**src/sfb_pkg.sv**
```systemverilog
// Purpose: shared constants and carriers of the serial flash boot sequencer
// Assumes: 100 MHz system clock, single-lane mode 0 serial flash
// Notes:   status byte layout, opcodes, register map and state carrier
package sfb_pkg;
  // ********************
  // Clock figures
  // ********************
  localparam int CLK_KHZ   = 100000;
  localparam int SLOW_KHZ  = 1420;
  localparam int FAST_KHZ  = 30000;
  // Round half periods up so the link never runs above nominal
  localparam int SLOW_HALF = (CLK_KHZ + 2 * SLOW_KHZ - 1) / (2 * SLOW_KHZ);
  localparam int FAST_HALF = (CLK_KHZ + 2 * FAST_KHZ - 1) / (2 * FAST_KHZ);
  localparam int CLK_NS    = 10;
  localparam int DESEL_NS  = 200;
  localparam int DESEL_CYC = (DESEL_NS + CLK_NS - 1) / CLK_NS;
  localparam int DIV_W     = 6;
  localparam int GAP_W     = 5;
  localparam int ADDR_BITS = 24;
  // ********************
  // Status byte and opcodes
  // ********************
  localparam int BUSY_BIT = 0;
  localparam int LATCH_BIT = 1;
  localparam int LOCK_BIT = 7;
  localparam logic [7:0] STAT_CLEAR = 8'h00;
  localparam logic [7:0] OP_LATCH_SET = 8'h06;
  localparam logic [7:0] OP_STAT_RD   = 8'h05;
  localparam logic [7:0] OP_STAT_WR   = 8'h01;
  localparam logic [7:0] OP_READ    = 8'h0B;
  localparam logic [7:0] OP_PROG    = 8'h02;
  localparam logic [7:0] OP_SERASE  = 8'h20;
  localparam logic [7:0] OP_CERASE  = 8'hC7;
  // ********************
  // Register map and fields
  // ********************
  localparam logic [3:0] REG_CTRL = 4'h0;
  localparam logic [3:0] REG_ADDR = 4'h4;
  localparam logic [3:0] REG_WDAT = 4'h8;
  localparam logic [3:0] REG_STAT = 4'hC;
  localparam int CSEL_BIT = 4;
  localparam logic [2:0] CMD_READ   = 3'h1;
  localparam logic [2:0] CMD_PROG   = 3'h2;
  localparam logic [2:0] CMD_SERASE = 3'h3;
  localparam logic [2:0] CMD_CERASE = 3'h4;
  localparam logic [2:0] CMD_STAT_RD = 3'h5;
  localparam logic [1:0] RESP_OKAY   = 2'h0;
  localparam logic [1:0] RESP_SLVERR = 2'h2;
  // ********************
  // Types
  // ********************
  typedef enum logic [2:0] {S_IDLE, S_LSET, S_PWEL, S_SWRITE, S_MAIN, S_PBUSY} sfb_st_t;
  typedef struct packed {
    logic        awvalid; logic [3:0] awaddr; logic wvalid; logic [31:0] wdata;
    logic [3:0]  wstrb;   logic bready; logic arvalid; logic [3:0] araddr; logic rready;
  } sfb_axi_req_t;
  typedef struct packed {
    logic        awready; logic wready; logic bvalid; logic [1:0] bresp;
    logic        arready; logic rvalid; logic [31:0] rdata; logic [1:0] rresp;
  } sfb_axi_rsp_t;
  typedef struct packed {
    logic       sck; logic mosi; logic [1:0] cs_n;
  } sfb_pins_t;
  typedef struct packed {
    sfb_st_t st; logic boot_done; logic [2:0] cmd; logic csel;
    logic [ADDR_BITS-1:0] addr; logic [7:0] wdat; logic [7:0] stat; logic [7:0] rdat;
    logic fr_act; logic [2:0] bidx; logic [2:0] nbyt; logic [2:0] bitc;
    logic [7:0] sh; logic [7:0] rx; logic [DIV_W-1:0] div; logic [GAP_W-1:0] gap;
    logic [2:0] sync; logic miso_f;
    logic aw_got; logic w_got; logic [3:0] awa; logic [31:0] wd; logic [3:0] ws;
    sfb_axi_rsp_t rsp; sfb_pins_t pins;
  } sfb_state_t;
endpackage : sfb_pkg

```
**src/sfb_seq.sv**
```systemverilog
// Purpose: serial flash sequencer with boot unprotect and AXI4-Lite control
// Assumes: flash keeps its own latch and busy behaviour
// Notes:   one frame at a time; software commands are dropped until boot finishes
//
// Functional notes
// - Fixed single-lane mode 0 protocol always
// - Status bit 0 means flash busy
// - Status bit 1 is write latch
// - Zero protection field removes all protection
// - Status bit 7 is status write lock
// - Only one status byte per command
// - Boot always assumes protection, disables it
// - Boot: latch set, poll, write zero status
// - Latch set and poll before program/erase
// - Slow clock first, fast clock afterwards
// - Boot on select zero, second select
// - Address space covers sixteen megabytes
//
// Implementation choices: the AXI4-Lite register port and the address map.
`timescale 1ns/1ps
module sfb_seq #(
  parameter int SLOW_HALF_P = sfb_pkg::SLOW_HALF,
  parameter int FAST_HALF_P = sfb_pkg::FAST_HALF
) (
  input  wire logic                 clk_sys,
  input  wire logic                 reset,
  input  wire sfb_pkg::sfb_axi_req_t axi_req,
  output      sfb_pkg::sfb_axi_rsp_t axi_rsp,
  output      sfb_pkg::sfb_pins_t    flash_pins,
  input  wire logic                 miso
);
  import sfb_pkg::*;

  // Sampling on the falling edge needs at least two cycles per half
  if (FAST_HALF_P < 2 || SLOW_HALF_P < FAST_HALF_P || SLOW_HALF_P > 2 ** DIV_W) begin : g_chk
    $error("sfb_seq: unsupported half period");
  end

  sfb_state_t       s;
  sfb_state_t       n;
  logic             tick;
  logic             fend;
  logic [7:0]       rxb;
  logic [7:0]       nb;
  logic [DIV_W-1:0] half_m1;

  function automatic logic is_wr(input logic [2:0] c);
    return c == CMD_PROG || c == CMD_SERASE || c == CMD_CERASE;
  endfunction : is_wr

  function automatic logic [2:0] frame_len(input sfb_st_t st, input logic [2:0] c);
    logic [2:0] l;
    l = 3'h2;
    if (st == S_LSET) begin
      l = 3'h1;
    end else if (st == S_MAIN) begin
      case (c)
        CMD_READ:   l = 3'h6;
        CMD_PROG:   l = 3'h5;
        CMD_SERASE: l = 3'h4;
        CMD_CERASE: l = 3'h1;
        default:    l = 3'h2;
      endcase
    end
    return l;
  endfunction : frame_len

  function automatic logic [7:0] byte_at(input sfb_st_t st, input logic [2:0] c, input logic [2:0] i,
                                         input logic [ADDR_BITS-1:0] a, input logic [7:0] w);
    logic [7:0] b;
    logic       ad;
    b  = 8'h00;
    ad = st == S_MAIN && (c == CMD_READ || c == CMD_PROG || c == CMD_SERASE);
    case (i)
      3'h0: begin
        case (st)
          S_LSET:   b = OP_LATCH_SET;
          S_SWRITE: b = OP_STAT_WR;
          S_MAIN: begin
            case (c)
              CMD_READ:   b = OP_READ;
              CMD_PROG:   b = OP_PROG;
              CMD_SERASE: b = OP_SERASE;
              CMD_CERASE: b = OP_CERASE;
              default:    b = OP_STAT_RD;
            endcase
          end
          default: b = OP_STAT_RD;
        endcase
      end
      3'h1: b = st == S_SWRITE ? STAT_CLEAR : (ad ? a[23:16] : 8'h00);
      3'h2: b = ad ? a[15:8] : 8'h00;
      3'h3: b = ad ? a[7:0] : 8'h00;
      3'h4: b = c == CMD_PROG ? w : 8'h00;
      default: b = 8'h00;
    endcase
    return b;
  endfunction : byte_at

  // ********************
  // Next-state logic
  // ********************
  always_comb begin
    n       = s;
    tick    = 1'b0;
    fend    = 1'b0;
    nb      = 8'h00;
    half_m1 = s.boot_done ? DIV_W'(FAST_HALF_P - 1) : DIV_W'(SLOW_HALF_P - 1);
    // Pin sampling: change accepted once stages two and three agree
    n.sync = {s.sync[1:0], miso};
    if (s.sync[1] == s.sync[2]) begin
      n.miso_f = s.sync[2];
    end
    // Agreed value taken at once: sync latency eats three of the four cycles of a fast bit
    rxb     = {s.rx[6:0], n.miso_f};
    if (s.div == '0) begin
      tick  = s.fr_act;
      n.div = half_m1;
    end else begin
      n.div = s.div - 1'b1;
    end
    if (!s.fr_act && s.gap != '0) begin
      n.gap = s.gap - 1'b1;
    end
    if (tick) begin
      if (!s.pins.sck) begin
        n.pins.sck = 1'b1;
      end else begin
        n.pins.sck = 1'b0;
        n.rx       = rxb;
        if (s.bitc == 3'h7) begin
          n.bitc = 3'h0;
          if (s.bidx == s.nbyt - 3'h1) begin
            fend         = 1'b1;
            n.fr_act     = 1'b0;
            n.pins.cs_n  = 2'b11;
            n.gap        = GAP_W'(DESEL_CYC);
          end else begin
            nb          = byte_at(s.st, s.cmd, s.bidx + 3'h1, s.addr, s.wdat);
            n.bidx      = s.bidx + 3'h1;
            n.sh        = nb;
            n.pins.mosi = nb[7];
          end
        end else begin
          n.bitc      = s.bitc + 3'h1;
          n.sh        = {s.sh[6:0], 1'b0};
          n.pins.mosi = s.sh[6];
        end
      end
    end
    // ********************
    // Sequencer
    // ********************
    if (fend) begin
      case (s.st)
        S_LSET: n.st = S_PWEL;
        S_PWEL: begin
          n.stat = rxb;
          if (rxb[LATCH_BIT]) begin
            n.st = s.boot_done ? S_MAIN : S_SWRITE;
          end
        end
        S_SWRITE: n.st = S_PBUSY;
        S_MAIN: begin
          if (s.cmd == CMD_READ) begin
            n.rdat = rxb;
          end
          if (s.cmd == CMD_STAT_RD) begin
            n.stat = rxb;
          end
          // poll busy after write; latch re-set next time
          n.st = is_wr(s.cmd) ? S_PBUSY : S_IDLE;
        end
        S_PBUSY: begin
          n.stat = rxb;
          if (!rxb[BUSY_BIT]) begin
            n.st        = S_IDLE;
            n.boot_done = 1'b1;
          end
        end
        default: n.st = S_IDLE;
      endcase
    end
    if (s.st != S_IDLE && !s.fr_act && s.gap == '0) begin
      // select low for frame; boot on select zero
      nb          = byte_at(s.st, s.cmd, 3'h0, s.addr, s.wdat);
      n.fr_act    = 1'b1;
      n.pins.cs_n = s.csel ? 2'b01 : 2'b10;
      n.nbyt      = frame_len(s.st, s.cmd);
      n.bidx      = 3'h0;
      n.bitc      = 3'h0;
      n.sh        = nb;
      n.pins.mosi = nb[7];
      n.div       = half_m1;
    end
    // ********************
    // AXI4-Lite slave
    // ********************
    if (s.rsp.bvalid && axi_req.bready) begin
      n.rsp.bvalid = 1'b0;
    end
    if (axi_req.awvalid && s.rsp.awready) begin
      n.aw_got = 1'b1;
      n.awa    = axi_req.awaddr;
    end
    if (axi_req.wvalid && s.rsp.wready) begin
      n.w_got = 1'b1;
      n.wd    = axi_req.wdata;
      n.ws    = axi_req.wstrb;
    end
    if (n.aw_got && n.w_got && !s.rsp.bvalid) begin
      n.aw_got     = 1'b0;
      n.w_got      = 1'b0;
      n.rsp.bvalid = 1'b1;
      n.rsp.bresp  = RESP_OKAY;
      case (n.awa)
        REG_CTRL: begin
          // Commands while busy or booting are dropped, not queued
          if (n.ws[0] && s.st == S_IDLE && s.boot_done &&
              n.wd[2:0] >= CMD_READ && n.wd[2:0] <= CMD_STAT_RD) begin
            n.cmd  = n.wd[2:0];
            n.csel = n.wd[CSEL_BIT];
            n.st   = is_wr(n.wd[2:0]) ? S_LSET : S_MAIN;
          end
        end
        REG_ADDR: begin
          for (int b = 0; b < 3; b++) begin
            if (n.ws[b]) begin
              n.addr[b*8 +: 8] = n.wd[b*8 +: 8];
            end
          end
        end
        REG_WDAT: begin
          if (n.ws[0]) begin
            n.wdat = n.wd[7:0];
          end
        end
        REG_STAT: n.rsp.bresp = RESP_OKAY;
        default:  n.rsp.bresp = RESP_SLVERR;
      endcase
    end
    n.rsp.awready = !n.aw_got && !n.rsp.bvalid;
    n.rsp.wready  = !n.w_got && !n.rsp.bvalid;
    if (s.rsp.rvalid && axi_req.rready) begin
      n.rsp.rvalid = 1'b0;
    end
    if (axi_req.arvalid && s.rsp.arready) begin
      n.rsp.rvalid = 1'b1;
      n.rsp.rresp  = RESP_OKAY;
      case (axi_req.araddr)
        REG_CTRL: n.rsp.rdata = {27'h0, s.csel, 1'b0, s.cmd};
        REG_ADDR: n.rsp.rdata = {8'h00, s.addr};
        REG_WDAT: n.rsp.rdata = {24'h0, s.wdat};
        // lock bit visible at bit 15; one status byte
        REG_STAT: n.rsp.rdata = {8'h00, s.rdat, s.stat, 6'h0, s.boot_done, s.st != S_IDLE};
        default: begin
          n.rsp.rdata = 32'h0;
          n.rsp.rresp = RESP_SLVERR;
        end
      endcase
    end
    n.rsp.arready = !n.rsp.rvalid;
  end

  // ********************
  // State register
  // ********************
  always_ff @(posedge clk_sys) begin
    if (reset) begin
      s           <= '0;
      s.st        <= S_LSET;
      s.pins.cs_n <= 2'b11;
    end else begin
      s <= n;
    end
  end

  assign axi_rsp    = s.rsp;
  assign flash_pins = s.pins;
endmodule : sfb_seq

```
**config.mk**
```make
export PLATFORM = sky130hd
export DESIGN_NAME = sfb_seq
export DESIGN_NICKNAME = d
export VERILOG_FILES = /design/src/sfb_pkg.sv /design/src/sfb_seq.sv
export SDC_FILE = /design/constraint.sdc
export NUM_CORES = 1
export LEC_CHECK = 0
export BUFFER_PORTS_ARGS = -buffer_cell sky130_fd_sc_hd__buf_2
export CAP_MARGIN = 20
export CORE_MARGIN = 3
export CORE_UTILIZATION = 55
export CTS_CLUSTER_DIAMETER = 40
export DETAILED_ROUTE_END_ITERATION = 6
export PLACE_DENSITY = 0.85
export SLEW_MARGIN = 20
export SYNTH_ARGS = -nofsm -noshare
export SYNTH_HDL_FRONTEND = slang
export SYNTH_SLANG_ARGS = --single-unit
```
**constraint.sdc**
```tcl
create_clock -name clk_sys -period 3.15 [get_ports clk_sys]
set_input_delay 0.315 -clock clk_sys [delete_from_list [all_inputs] [get_ports clk_sys]]
set_output_delay 0.315 -clock clk_sys [all_outputs]
set_load 0.05 [all_outputs]
```
==> results.toml <==
[setup_path]
r2r-end = "s[142]"
crit_path_start_kind = "flip-flop"
r2r_slack_ns = 0.62
critical_path.max_fanout = 8
worstPathArrival_ns = 2.83
path_class = "flip-flop to flip-flop"
required_ns = 3.45
r2r_cells = 7
r2r-start = "s[96]"
crit_start = "s[96]"
endpoint = "s[142]"
end_kind = "flip-flop"

[placed_design]
routabilityCongestion = 0.919
dp_cells = 1022
place_hpwl_um = 13100
numPortBuffers = 77

[sta]
period_share_pct = 80.2
final.setup.tns_ns = 0
rsz0062_at_grt = "no"
timing.slew.headroom_pct = 55.5
max_freq_mhz = 396
report.final.slew_viol_count = 0
hold_ws_ns = 0.106
period_minus_slack_ns = 2.53
setup_viol = 0
finalHoldViolCount = 0
fin_skew_ns = 0.00520
tightest_slew_ns = 0.667

[routing]
wl_um = 18100
route.vias.total = 6139
final_antenna_net_count = 0
drtPass1Iterations = 5
post-route-drc-count = 0
wl_per_cell_um = 17.2
drt_iter0_drc = 592
viasPerCell = 5.83

[cells_and_area]
num-fill-cells = 1069
diodes = 0
instances_no_fill = 1053
drive_gt1_share_pct = 17.0
area_growth_pct = 10.9
multiInputGateArea_sq_mm = 0.00370
seq_area_sq_mm = 0.00326
final_util_pct = 62.5
nNetsFinal = 927

[yosys]
synth_seq_cells = 163
yosys.area.top_type = "dfxtp_1"
yosysSeqAreaShare_pct = 43.5
synth_edf_count = 0
syn-mean-instance-area_sq_um = 8.95
synth_top_area_share_pct = 43.5
ys_async_sr_fraction_pct = 0
ys_warn_count = 0
syn_inst = 837
syn_area_sq_mm = 0.00749
synth_flop_cell = "dfxtp_1"
synth.area.top_cells = "dfxtp_1 (44%), mux2i_1 (7.1%), nor2_1 (6.2%), buf_4 (4.5%), a21oi_1 (3.5%)"
ys_types = 68

[clock_tree]
cts_tree = "yes"
clock_latency_ns = 0.43
cts_resized = 0
clkSlewWorstSetupHoldPaths_ns = 0.07
cts_setup_buffers = 0
cts_buffers = 17
cts_sinks = 163
hold_buffers = 0
cts_buffer_depth = 2
cts-root-buf = "clkbuf_16"
htreeDepth = 4

[outcome]
status = "complete, no violations"

[floorplanning]
coreArea_sq_mm = 0.0133
row_count = 42
dieArea_sq_mm = 0.0151
die_x_um = 123
ios = 97
die_h_um = 123
start_util_pct = 56.4

[global_route]
grt_max_degree = 142
grt_pass1_vias = 5603
antenna_found_initial = 0
grt_use_total_pct = 24.7
overflow = 0
grt_pass1_wl_um = 28800

[power_and_ir_drop]
peakVddDrop_v = 0.000397
p_leak_nw = 3.11
power_density_mw_per_mm2 = 618

[flow_run]
drv_cap = 0

[min_path]
hold_path_class = "input port to flip-flop"
==> power breakdown <==
| group | switching (W) | leakage [nW] | internal, W |
|---|---|---|---|
| Sequential | 0.0000969 | 1.32 | 0.00218 |
| Combinational | 0.000541 | 1.52 | 0.000320 |
| Clock | 0.000832 | 0.270 | 0.00116 |
| Total | 0.00147 | 3.11 | 0.00367 |
==> worst max-delay path, cell delays in order (launching register included) <==
cell,delay [ns]
dfxtp_1,0.32
inv_1,0.06
ha_1,0.20
or4b_4,0.52
or3_4,0.43
a211oi_4,0.52
mux2i_1,0.30
nor2_1,0.05
==> cells in the final DEF (no fill, tap or decap), types with 17 or more instances in the layout <==
cell type / instances
a211oi_1: 19
a21oi_1: 52
a22o_1: 27
a22oi_1: 28
buf_2: 76
clkbuf_16: 17
dfxtp_1: 163
mux2i_1: 53
nand2_1: 60
nand3_1: 26
nor2_1: 124
nor3_1: 18
==> how the worst min path moves through the flow <==
stage / start / endpoint / slack, ns / cells past startpoint
after floorplan: n[89] / n[90] / 0.41 / 1
after global placement: n[89] / n[90] / 0.43 / 1
after detailed placement: n[89] / n[90] / 0.43 / 1
after CTS: miso / n[89] / 0.09 / 2
after global routing: miso / n[89] / 0.11 / 2
final: miso / n[89] / 0.11 / 2
==> Yosys cell counts (all sizes together), types with 3 or more instances <==
cell       n
a21boi     4
a31oi      9
o21ai     14
mux2i     53
buf       51
mux2       8
a22oi     28
nand2b     7
nor3      26
nor2b      7
a22o      27
nand2     60
nor2     125
nand3     26
xor2       8
and3       7
and2      14
or3        5
xnor2      6
o2111ai    3
o2bb2ai    5
nand4      3
a21oi     52
nor4b      3
a211oi    20
dfxtp    163
or2        3
nor3b      3
a221oi     3
clkbuf    40
ha        10
inv       14
==> registers in the layout, summed over array words and instances, names as in the netlist <==
name and cells:
s 119, axi_rsp 31, rxb 7, flash_pins 4, n 2
==> logic make-up after synthesis <==
logic type,Yosys count,synth area share (%)
and+or+nand+nor,298,19.3
AOI/OAI and AO/OA,182,17.2
DFF,163,43.5
buffers and inverters,105,7.56
muxes,62,8.58
xor gates and xnor gates,15,1.94
adders and majority gates,11,1.80
other,1,0.0500
==> layer usage <==
layer  vias to the layer above  track usage, %  wire (um)
met1                      2891            33.4       7900
li1                       2973               -          -
met2                       228            38.2       8410
met3                        47            6.18       1330
met4                         0            9.45        476
met5                         -               0          0
==> area by class of cell <==
type / instances / area share, %
Sequential cell: 163 / 39.3
Inverter: 14 / 0.632
Timing Repair Buffer: 91 / 6.08
Clock inverter: 12 / 1.60
Clock buffer: 19 / 5.21
Multi-Input combinational cell: 578 / 44.6
Tap cell: 176 / 2.65
==> through the flow <==
step	power, W	area [sq um]	setup slack [ns]
after global placement	0.00315	7740	0.713
after CTS	0.00517	8310	0.625
after detailed placement	0.00318	7740	0.673
final	0.00514	8310	0.622
after floorplan	0.00300	7530	0.901
after global routing	0.00537	8310	0.538
Note: power is estimated with default switching activity, not from simulation.
